**src/pkg/cise_pkg.sv**
```systemverilog
// package for the cpu instruction subset executor: encodings, phases, bus structs
package cise_pkg;
   // opcode fields, instruction bits 15:8 unless noted
   localparam logic [5:0] OP_INC_SKIP_NZ = 6'h13; // 0100 11da
   localparam logic [5:0] OP_OR_FILE = 6'h04;     // 0001 00da
   localparam logic [5:0] OP_MOVE_FILE = 6'h14;   // 0101 00da
   localparam logic [6:0] OP_STORE_ACC = 7'h37;   // 0110 111a
   localparam logic [6:0] OP_MUL_FILE = 7'h01;    // 0000 001a
   localparam logic [7:0] OP_OR_LIT = 8'h09;
   localparam logic [7:0] OP_LOAD_BANK = 8'h01;
   localparam logic [7:0] OP_LOAD_ACC = 8'h0e;
   localparam logic [7:0] OP_MUL_LIT = 8'h0d;
   localparam logic [7:0] OP_LOAD_PTR = 8'hee;    // 1110 1110 00ff kkkk
   localparam logic [3:0] OP_MOVE_FF = 4'hc;      // 1100 ssss...
   localparam logic [3:0] OP_SECOND_WORD = 4'hf;  // 1111 xxxx...
   localparam logic [7:0] INDEXED_LIMIT = 8'h5f;  // indexed offsets 0..95
   localparam logic [11:0] ACC_ADDR = 12'hfe8;    // accumulator in data space
   localparam logic [11:0] ACCESS_SFR_BASE = 12'hf00;
   localparam logic [7:0] ACCESS_SPLIT = 8'h60;
   localparam logic [7:0] RESET_BYTE = 8'h00;
   localparam logic [1:0] POINTER_COUNT = 2'h3;

   // phases of one instruction cycle
   typedef enum logic [3:0] {
      PH_DECODE = 4'h1,
      PH_READ = 4'h2,
      PH_PROCESS = 4'h4,
      PH_WRITE = 4'h8
   } cise_phase_t;

   // data memory request towards the register file
   typedef struct packed {
      logic rd;
      logic wr;
      logic [11:0] addr;
      logic [7:0] wdata;
   } cise_mem_req_t;

   // status flags touched by this subset
   typedef struct packed {
      logic neg;
      logic zero;
   } cise_flags_t;
endpackage

```
**src/logic/cise_core.sv**
```systemverilog
// executes a subset of 8-bit cpu instructions in four-phase cycles
`timescale 1ns/1ps
module cise_core
(
   input wire logic sys_clk,
   input wire logic rst,
   input wire logic instrValid,
   input wire logic [15:0] instrWord,
   input wire logic extendedEnable,
   input wire logic [7:0] memRdata,
   input wire logic [11:0] pointer2Base,
   output cise_pkg::cise_mem_req_t memReq,
   output logic instrTaken,
   output logic [7:0] accumulator,
   output logic [7:0] bankSelect,
   output logic [7:0] productHigh,
   output logic [7:0] productLow,
   output cise_pkg::cise_flags_t flags,
   output logic [35:0] pointerRegs,
   output logic [1:0] skipCount
);

   // -----------------------------------------------------------------
   // decode helpers
   // -----------------------------------------------------------------
   // effective address of a byte-oriented operand: banked, indexed or access
   function automatic logic [11:0] effAddr(input logic [15:0] iw, input logic [7:0] bank_select_reg,
      input logic ext, input logic [11:0] base);
      logic [11:0] res;
      res = 12'h000;
      if (iw[8])
         res = {bank_select_reg[3:0], iw[7:0]};
      else if (ext && iw[7:0] <= cise_pkg::INDEXED_LIMIT)
         res = base + {4'h0, iw[7:0]};
      else if (iw[7:0] < cise_pkg::ACCESS_SPLIT)
         res = {4'h0, iw[7:0]};
      else
         res = cise_pkg::ACCESS_SFR_BASE | {4'h0, iw[7:0]};
      return res;
   endfunction

   // true for the first word of any two-word instruction
   function automatic logic isTwoWord(input logic [15:0] iw);
      return iw[15:12] == cise_pkg::OP_MOVE_FF || iw[15:8] == cise_pkg::OP_LOAD_PTR;
   endfunction

   // -----------------------------------------------------------------
   // state
   // -----------------------------------------------------------------
   cise_pkg::cise_phase_t phase_reg, phase_next;
   logic [15:0] instr_reg;
   logic secondCycle_reg;
   logic [11:0] srcAddr_reg;
   logic [7:0] operand_reg;
   logic [7:0] result_reg;
   logic pairIsPtr_reg;
   logic [1:0] skip_reg;
   logic [11:0] opAddr;
   logic [7:0] accSrc;
   logic resZero;
   logic [15:0] product;
   logic [15:0] curWord;
   logic [7:0] fileResult;

   // reads leave on the decode edge, so they decode the word being taken, not the last one
   assign curWord = (phase_reg == cise_pkg::PH_DECODE) ? (instrValid ? instrWord : 16'h0000)
      : instr_reg;
   assign opAddr = effAddr(curWord, bankSelect, extendedEnable, pointer2Base);
   // accumulator lives in data space too, so read it locally
   assign accSrc = (srcAddr_reg == cise_pkg::ACC_ADDR) ? accumulator : memRdata;
   assign resZero = (result_reg == 8'h00);
   assign product = accumulator * operand_reg;
   assign fileResult = (instr_reg[15:10] == cise_pkg::OP_INC_SKIP_NZ) ? memRdata + 8'h01
      : (instr_reg[15:10] == cise_pkg::OP_OR_FILE) ? accumulator | memRdata
      : memRdata; // write data must be ready on the same edge as the write strobe

   // -----------------------------------------------------------------
   // phase sequencing
   // -----------------------------------------------------------------
   // four phases per cycle, decode first
   always_comb
   begin
      unique case (phase_reg)
         cise_pkg::PH_DECODE: phase_next = cise_pkg::PH_READ;
         cise_pkg::PH_READ: phase_next = cise_pkg::PH_PROCESS;
         cise_pkg::PH_PROCESS: phase_next = cise_pkg::PH_WRITE;
         cise_pkg::PH_WRITE: phase_next = cise_pkg::PH_DECODE;
         default: phase_next = cise_pkg::PH_DECODE;
      endcase
   end

   always_ff @(posedge sys_clk)
   begin
      if (rst)
         phase_reg <= cise_pkg::PH_DECODE;
      else
         phase_reg <= phase_next;
   end

   // instruction word is taken at decode only
   always_ff @(posedge sys_clk)
   begin
      if (rst)
      begin
         instr_reg <= 16'h0000;
         instrTaken <= 1'b0;
      end
      else
      begin
         instrTaken <= phase_reg == cise_pkg::PH_DECODE && instrValid;
         if (phase_reg == cise_pkg::PH_DECODE)
            instr_reg <= instrValid ? instrWord : 16'h0000; // nop when nothing fetched
      end
   end

   // -----------------------------------------------------------------
   // skip and two-cycle tracking
   // -----------------------------------------------------------------
   // skip counter: each pending slot turns the next fetched word into a nop
   always_ff @(posedge sys_clk)
   begin
      if (rst)
      begin
         skip_reg <= 2'h0;
         secondCycle_reg <= 1'b0;
      end
      else if (phase_reg == cise_pkg::PH_WRITE)
      begin
         if (skip_reg != 2'h0)
         begin
            // a discarded two-word head also discards its tail
            if (skip_reg == 2'h1 && isTwoWord(instr_reg) && !secondCycle_reg)
               skip_reg <= 2'h1;
            else
               skip_reg <= skip_reg - 2'h1;
            secondCycle_reg <= 1'b0;
         end
         else if (secondCycle_reg)
            secondCycle_reg <= 1'b0;
         else if (isTwoWord(instr_reg))
            secondCycle_reg <= 1'b1;
         else if (instr_reg[15:10] == cise_pkg::OP_INC_SKIP_NZ && !resZero)
            skip_reg <= 2'h1;
      end
   end
   assign skipCount = skip_reg;

   // -----------------------------------------------------------------
   // operand read and processing
   // -----------------------------------------------------------------
   // literal operand capture in read phase, file operand capture and compute in process phase
   always_ff @(posedge sys_clk)
   begin
      if (rst)
      begin
         operand_reg <= cise_pkg::RESET_BYTE;
         result_reg <= cise_pkg::RESET_BYTE;
         srcAddr_reg <= 12'h000;
         pairIsPtr_reg <= 1'b0;
      end
      else if (phase_reg == cise_pkg::PH_READ && skip_reg == 2'h0 && !secondCycle_reg)
      begin
         if (instr_reg[15:12] == cise_pkg::OP_MOVE_FF)
            srcAddr_reg <= instr_reg[11:0];
         else if (instr_reg[15:8] == cise_pkg::OP_OR_LIT
            || instr_reg[15:8] == cise_pkg::OP_MUL_LIT)
            operand_reg <= instr_reg[7:0];
         else if (instr_reg[15:8] == cise_pkg::OP_LOAD_PTR)
            operand_reg <= {6'h00, instr_reg[5:4]}; // pointer number kept for the tail
      end
      else if (phase_reg == cise_pkg::PH_PROCESS && skip_reg == 2'h0 && !secondCycle_reg)
      begin
         if (instr_reg[15:12] == cise_pkg::OP_MOVE_FF)
            result_reg <= accSrc; // source value held for the second cycle
         else if (instr_reg[15:8] == cise_pkg::OP_OR_LIT)
            result_reg <= accumulator | operand_reg;
         else
            result_reg <= fileResult;
         if (instr_reg[15:9] == cise_pkg::OP_MUL_FILE)
            operand_reg <= memRdata;
         pairIsPtr_reg <= instr_reg[15:8] == cise_pkg::OP_LOAD_PTR; // tells the two tails apart
      end
   end

   // -----------------------------------------------------------------
   // data memory requests
   // -----------------------------------------------------------------
   // read strobes in read phase, writes in write phase
   always_ff @(posedge sys_clk)
   begin
      if (rst)
         memReq <= '0;
      else
      begin
         memReq <= '0;
         if (phase_next == cise_pkg::PH_READ && skip_reg == 2'h0)
         begin
            if (secondCycle_reg && !pairIsPtr_reg
               && curWord[15:12] == cise_pkg::OP_SECOND_WORD)
            begin
               memReq.rd <= 1'b1; // dummy read while second word decodes
               memReq.addr <= curWord[11:0];
            end
            else if (curWord[15:12] == cise_pkg::OP_MOVE_FF)
            begin
               memReq.rd <= 1'b1;
               memReq.addr <= curWord[11:0];
            end
            else if (curWord[15:10] == cise_pkg::OP_INC_SKIP_NZ
               || curWord[15:10] == cise_pkg::OP_OR_FILE
               || curWord[15:10] == cise_pkg::OP_MOVE_FILE
               || curWord[15:9] == cise_pkg::OP_STORE_ACC
               || curWord[15:9] == cise_pkg::OP_MUL_FILE)
            begin
               memReq.rd <= 1'b1;
               memReq.addr <= opAddr;
            end
         end
         else if (phase_next == cise_pkg::PH_WRITE && skip_reg == 2'h0)
         begin
            // move to a reserved target is left to software to avoid
            if (secondCycle_reg && instr_reg[15:12] == cise_pkg::OP_SECOND_WORD
               && !pairIsPtr_reg && instr_reg[11:0] != cise_pkg::ACC_ADDR)
            begin
               memReq.wr <= 1'b1;
               memReq.addr <= instr_reg[11:0];
               memReq.wdata <= result_reg;
            end
            else if (!secondCycle_reg && instr_reg[15:9] == cise_pkg::OP_STORE_ACC)
            begin
               memReq.wr <= 1'b1;
               memReq.addr <= opAddr;
               memReq.wdata <= accumulator;
            end
            else if (!secondCycle_reg && instr_reg[9]
               && (instr_reg[15:10] == cise_pkg::OP_INC_SKIP_NZ
               || instr_reg[15:10] == cise_pkg::OP_OR_FILE
               || instr_reg[15:10] == cise_pkg::OP_MOVE_FILE))
            begin
               memReq.wr <= 1'b1;
               memReq.addr <= opAddr;
               memReq.wdata <= fileResult;
            end
         end
      end
   end

   // -----------------------------------------------------------------
   // architectural registers written in the write phase
   // -----------------------------------------------------------------
   // accumulator and flags
   always_ff @(posedge sys_clk)
   begin
      if (rst)
      begin
         accumulator <= cise_pkg::RESET_BYTE;
         flags <= '0;
      end
      else if (phase_reg == cise_pkg::PH_WRITE && skip_reg == 2'h0)
      begin
         if (secondCycle_reg)
         begin
            if (instr_reg[15:12] == cise_pkg::OP_SECOND_WORD
               && instr_reg[11:0] == cise_pkg::ACC_ADDR)
               accumulator <= result_reg;
         end
         else if (instr_reg[15:8] == cise_pkg::OP_LOAD_ACC)
            accumulator <= instr_reg[7:0];
         else if (instr_reg[15:8] == cise_pkg::OP_OR_LIT)
         begin
            accumulator <= result_reg;
            flags <= '{neg: result_reg[7], zero: resZero};
         end
         else if (instr_reg[15:10] == cise_pkg::OP_OR_FILE
            || instr_reg[15:10] == cise_pkg::OP_MOVE_FILE)
         begin
            if (!instr_reg[9])
               accumulator <= result_reg;
            flags <= '{neg: result_reg[7], zero: resZero};
         end
         else if (instr_reg[15:10] == cise_pkg::OP_INC_SKIP_NZ && !instr_reg[9])
            accumulator <= result_reg;
      end
   end

   // bank select, products and pointers
   always_ff @(posedge sys_clk)
   begin
      if (rst)
      begin
         bankSelect <= cise_pkg::RESET_BYTE;
         productHigh <= cise_pkg::RESET_BYTE;
         productLow <= cise_pkg::RESET_BYTE;
         pointerRegs <= 36'h0;
      end
      else if (phase_reg == cise_pkg::PH_WRITE && skip_reg == 2'h0)
      begin
         if (!secondCycle_reg && instr_reg[15:8] == cise_pkg::OP_LOAD_BANK)
            bankSelect <= {4'h0, instr_reg[3:0]};
         else if (!secondCycle_reg && (instr_reg[15:8] == cise_pkg::OP_MUL_LIT
            || instr_reg[15:9] == cise_pkg::OP_MUL_FILE))
         begin
            productHigh <= product[15:8]; // flags untouched
            productLow <= product[7:0];
         end
         else if (!secondCycle_reg && instr_reg[15:8] == cise_pkg::OP_LOAD_PTR
            && instr_reg[5:4] != cise_pkg::POINTER_COUNT)
            pointerRegs[instr_reg[5:4]*12 +: 4] <= instr_reg[3:0]; // high part first
         else if (secondCycle_reg && pairIsPtr_reg
            && operand_reg[1:0] != cise_pkg::POINTER_COUNT)
            pointerRegs[operand_reg[1:0]*12 + 4 +: 8] <= instr_reg[7:0];
      end
   end

endmodule

```
**config.mk**
```make
export PLATFORM = sky130hd
export DESIGN_NAME = cise_core
export DESIGN_NICKNAME = d
export VERILOG_FILES = /design/src/pkg/cise_pkg.sv /design/src/logic/cise_core.sv
export SDC_FILE = /design/constraint.sdc
export NUM_CORES = 1
export LEC_CHECK = 0
export BUFFER_PORTS_ARGS = -buffer_cell sky130_fd_sc_hd__buf_2
export CORE_MARGIN = 5
export CORE_UTILIZATION = 55
export CTS_BUF_LIST = sky130_fd_sc_hd__clkbuf_16
export CTS_CLUSTER_DIAMETER = 40
export CTS_CLUSTER_SIZE = 40
export DETAILED_ROUTE_END_ITERATION = 16
export PLACE_DENSITY_LB_ADDON = 0.12
export SLEW_MARGIN = 20
export SYNTH_ARGS = -nofsm -noshare
export SYNTH_HDL_FRONTEND = slang
export SYNTH_SLANG_ARGS = --single-unit
```
**constraint.sdc**
```tcl
create_clock -name sys_clk -period 5.7 [get_ports sys_clk]
set_clock_uncertainty 0.1 [all_clocks]
set_input_delay 1.14 -clock sys_clk [delete_from_list [all_inputs] [get_ports sys_clk]]
set_output_delay 1.14 -clock sys_clk [all_outputs]
set_load 0.005 [all_outputs]
```
* Word level (Yosys, flattened, before mapping)
Cells that the tools add are included.
Cells by class: multiply operators 3, mux-type cells 49, equal/unequal tests 37, shifts and indexed selects 4, bitwise operators 9, reductions and logical operators 62, $add $sub $neg 6, $lt $le $gt $ge 2
Operators with widths (number):
- 8-bit two-way mux | 18
- 12-bit two-way mux | 7
- 36-bit bitwise mux | 2
- 36-bit two-way mux | 2
- 21-bit two-way mux | 3
- 4-bit by 34-bit variable shift with 36-bit output, first input constant | 1
- 8-bit by 34-bit variable shift with 36-bit output, first input constant | 1
- 4-bit by 34-bit indexed part select with 36-bit output | 1
- 8-bit by 34-bit indexed part select with 36-bit output | 1
- 6-bit negation with 34-bit output | 1
- 7-bit negation with 34-bit output | 1
- 16-bit two-way mux | 2
- 1-bit logical AND | 28
- 12-bit equality test, second input constant | 2
- 4-bit equality test, second input constant | 6
- 6-bit by 5-bit equality test with 1-bit output, second input constant | 4
- 8-bit by 4-bit equality test with 1-bit output, second input constant | 3
- 20-bit two-way mux | 1
- 4-bit AND reduction | 5
- 8-bit by 8-bit multiplier with 16-bit output | 1
- 8-bit OR | 2
- 7-bit by 1-bit equality test with 1-bit output, second input constant | 2
- 7-bit by 6-bit equality test with 1-bit output, second input constant | 2
- 2-bit two-way mux | 7
- other kinds (32) | 69
Word-level totals: bits of input ports 40, logic and storage cells 192, bits in registers 141

* Logic depth before layout (Yosys ltp)
depth after elaboration 11, mapped depth 19, depth with buffers taken out 17

* Least setup slack after synthesis
Ideal clock, no wire load.
kind reg2reg, start point reg accumulator[0], end point reg productHigh[7], data required time 5.509 ns, cell stages (with the launch flop) 18, clock period less this slack 4.660 ns, library setup time 0.091 ns, setup slack 1.040 ns, arrival 4.469 ns, cell sequence dfxtp_1 clkbuf_1 nand2_1 fa_1 fa_1 inv_1 fa_1 inv_1 fa_1 inv_1 ha_1 o21a_1 o31a_1 o41ai_1 o21ai_0 nor4_1 o21ai_0 a311oi_1
Between the ends: cells in the longest elaborated chain, start to end 1
Ends and longest elaborated chain:
- start, declared | line cise_core.sv:14 | output logic [7:0] accumulator,
- start signal, assigned | line cise_core.sv:256 | accumulator <= cise_pkg::RESET_BYTE;
- start signal, assigned | line cise_core.sv:265 | accumulator <= result_reg;
- start signal, assigned | line cise_core.sv:268 | accumulator <= instr_reg[7:0];
- 8-bit by 8-bit multiplier with 16-bit output | line cise_core.sv:72 | assign product = accumulator * operand_reg;
- end signal, assigned | line cise_core.sv:292 | productHigh <= cise_pkg::RESET_BYTE;
- end signal, assigned | line cise_core.sv:303 | productHigh <= product[15:8];
- end, declared | line cise_core.sv:16 | output logic [7:0] productHigh,
Every way passes these cells. A chain may end at the register's enable or synchronous reset.

* Worst setup path after layout
Same ends and word-level chain as after synthesis.

==> metrics.md <==
| Metric | Value |
|---|---|
| Max VDD drop | `219 uV` |
| Maximum clock frequency | `197 MHz` |
| Reg clk slew, reported paths | `0.06 ns` |
| Critical Path RT | `5.94 ns` |
| Hold buffers post-CTS | `0` |
| Die Height | `144 um` |
| DRC viols | `0` |
| Actual slew at the worst max-slew pin | `1.03 ns` |
| Mean Syn Cell Area | `8.22 um2` |
| Post-synth EDFFs | `0` |
| Unrepaired setup endpoints after global routing | `false` |
| Core area | `17400 um2` |
| Top Usage Layer GRT | `met2` |
| Gr usage total | `27.0%` |
| GR Layer Usage met1 | `34.1%` |
| Warnings, synthesis | `0` |
| Vias | `9160` |
| Post-Syn Area | `9810 um2` |
| Prevailing post-synth register cell | `dfxtp_1` |
| Slew Viols, Final | `0` |
| Root Driver | `clkbuf_16` |
| Dpl ws | `0.666 ns` |
| FFs w/ async S/R, synth | `0%` |
| CP Launch Type | `flop` |
| Resized cells post-CTS | `0` |
| Drt pass-1 iters | `6` |
| Number of top-level pins | `135` |
| CP max FO | `14` |
| Endpoint class of the critical path | `flop` |
| Unique cell type count in the Yosys netlist | `84` |
| TritonCTS Buffers | `17` |
| CTS Buffer Depth | `2` |
| CTS tree | `yes` |
| Die Wd | `144 um` |
| Synthesized instance count | `1193` |
| Clk pwr share | `42.9%` |
| Largest register FFs | `36` |
| Remaining global-route overflow | `0` |
| Setup repair bufs after CTS | `0` |
| Slew margin rel. | `30.6%` |
| Gate power share | `16.8%` |
| Commonest non-fill, non-tap cells in the layout | `141 x dfxtp_1, 136 x nor2_1, 129 x buf_2` |
| Yosys reg bits | `141` |
| Pwr Density | `237 nW/um2` |
| Grt met2 use | `45.2%` |
| Cell Rows | `48` |
| Crit path time final | `5.07 ns` |
| Hold Crit Class | `reg2reg` |
| LEAKAGE | `4.78 nW` |
| Final setup vio count | `0` |
| Final Hold Fails | `0` |
| P_int | `1.82 mW` |
| Slack of the critical path | `0.634 ns` |
| Outcome | `completed` |
| Flop pwr share | `40.2%` |
| DIE AREA | `20600 um2` |
| Met3 usage | `6.32%` |
| Count of input and output buffers | `130` |
| Routability Congestion | `0.902` |
| H-tree level count | `4` |
| Via density | `6.04` |
| DR iter-0 viols | `854` |
| Setup TNS | `0 ns` |
| Largest net degree at the start of global routing | `76` |
| Detailed-placement wirelength estimate | `19900 um` |
| Share of cells above drive strength 1 | `16.2%` |
| WL/cell | `18.2 um` |
| Final nets | `1417` |
| Initial antenna violation count | `0` |
| CTS Sinks | `141` |
| Net load switching power | `0.805 mW` |
| Vias in the first global route | `9025` |
| Initial Utilization | `56.3%` |
| Most common cell after layout, fill and taps aside | `dfxtp_1` |
| Crit. Startpoint | `accumulator[0]$_SDFFE_PP0P_` |
| P&R area growth vs syn | `13.3%` |
| Max_cap viols | `0` |
| Final Cycle Share | `88.9%` |
| Final ANT Viol Nets | `0` |
| Diodes inserted | `0` |
| CP arrival | `5.31 ns` |
| CP Class | `reg2reg` |
| Sequential share of the synthesized area | `28.8%` |
| Worst Hold Launch | `productHigh[1]$_SDFFE_PP0P_` |
| Final WL | `27600 um` |
| R2r startpoint | `accumulator[0]$_SDFFE_PP0P_` |
| Switching share of power | `30.6%` |
| Clk Latency, worst-skew pair | `0.43 ns` |
| First-pass GRT wire length | `44900 um` |
final timing paths:
check / endpoint / slack [ns] / depth (start not counted)
worst min register to register: productHigh[1]$_SDFFE_PP0P_ / 0.35 / 2
worst min-delay path: productHigh[1]$_SDFFE_PP0P_ / 0.35 / 2
worst max register to register: productHigh[7]$_SDFFE_PP0P_ / 0.63 / 16
worst max-delay path: productHigh[7]$_SDFFE_PP0P_ / 0.63 / 16
layer usage:
layer | wire [um] | up-vias
met4 | 683 | 0
met3 | 1940 | 62
met5 | 0 | -
met1 | 11600 | 4365
li1 | - | 4377
met2 | 13300 | 356
cell type report:
type,count,area [um2]
multi-input cells,907,6410
fillers,1582,6300
flip-flops and latches,141,2820
repair buffers,143,751
clock buffers,17,425
well taps,225,282
inverters,68,255
clock inverters,15,161
synthesized netlist by cell type (6+ instances only):
cell      instances  area share, %
a211oi_1         33            2.5
a21oi_1          86            4.4
a222oi_1          7           0.71
a22oi_1          20            1.5
a31oi_1           9           0.57
a32oi_1           6           0.54
and2_1           55            3.5
and3_1           13           0.83
buf_2            16           0.82
clkbuf_1         57            2.2
dfxtp_1         141             29
fa_1             37            7.6
ha_1             62            7.9
inv_1            68            2.6
mux2i_1          47            4.8
nand2_1         113            4.3
nand3_1          39            2.0
nand3b_1          7           0.54
nand4_1           8           0.51
nor2_1          136            5.2
nor2b_1          13           0.83
nor3_1           17           0.87
o21a_1            8           0.61
o21ai_0          30            1.5
o22ai_1          13           0.83
or2_2             6           0.38
or3_1            12           0.77
xnor2_1          10           0.89
xor2_1            6           0.54
kinds of logic after synthesis:
family / share of synthesized area, %
simple gates: 24.1
compound gates: 18.9
buf+inv: 6.10
flops: 28.8
fa+ha+maj: 15.5
mux: 5.26
xor+xnor: 1.43
other cells: 0.0382
power groups by stage:
stage | logic, mW | registers (mW) | clock network (mW)
after floorplan | 0.338 | 1.04 | 0
after global placement | 0.424 | 1.08 | 0
after detailed placement | 0.428 | 1.08 | 0
after CTS | 0.434 | 1.06 | 1.14
after global routing | 0.485 | 1.06 | 1.19
final | 0.443 | 1.06 | 1.13
per-stage QoR:
step	instance area (um2)	std cells	total power, mW	util, %	hold WS, ns
floorplan	9820	1196	1.38	-	0.342
finish	11100	1516	2.63	63.8	0.348
global placement	10500	1484	1.50	60.4	0.338
CTS	11100	1516	2.63	63.8	0.350
global route	11100	1516	2.73	63.8	0.374
detailed placement	10500	1484	1.51	60.4	0.341
critical path: stages (launching register included):
cell and delay (ns):
dfxtp_1 0.57, nand2_1 0.16, fa_1 0.54, fa_1 0.55, inv_1 0.06, fa_1 0.54, inv_1 0.06, fa_1 0.52
inv_1 0.04, ha_1 0.33, o21a_1 0.13, o31a_1 0.13, o41ai_1 0.38, o21ai_0 0.20, nor4_1 0.24, o21ai_0 0.15
a311oi_1 0.26
(Power assumes the default switching activity.)
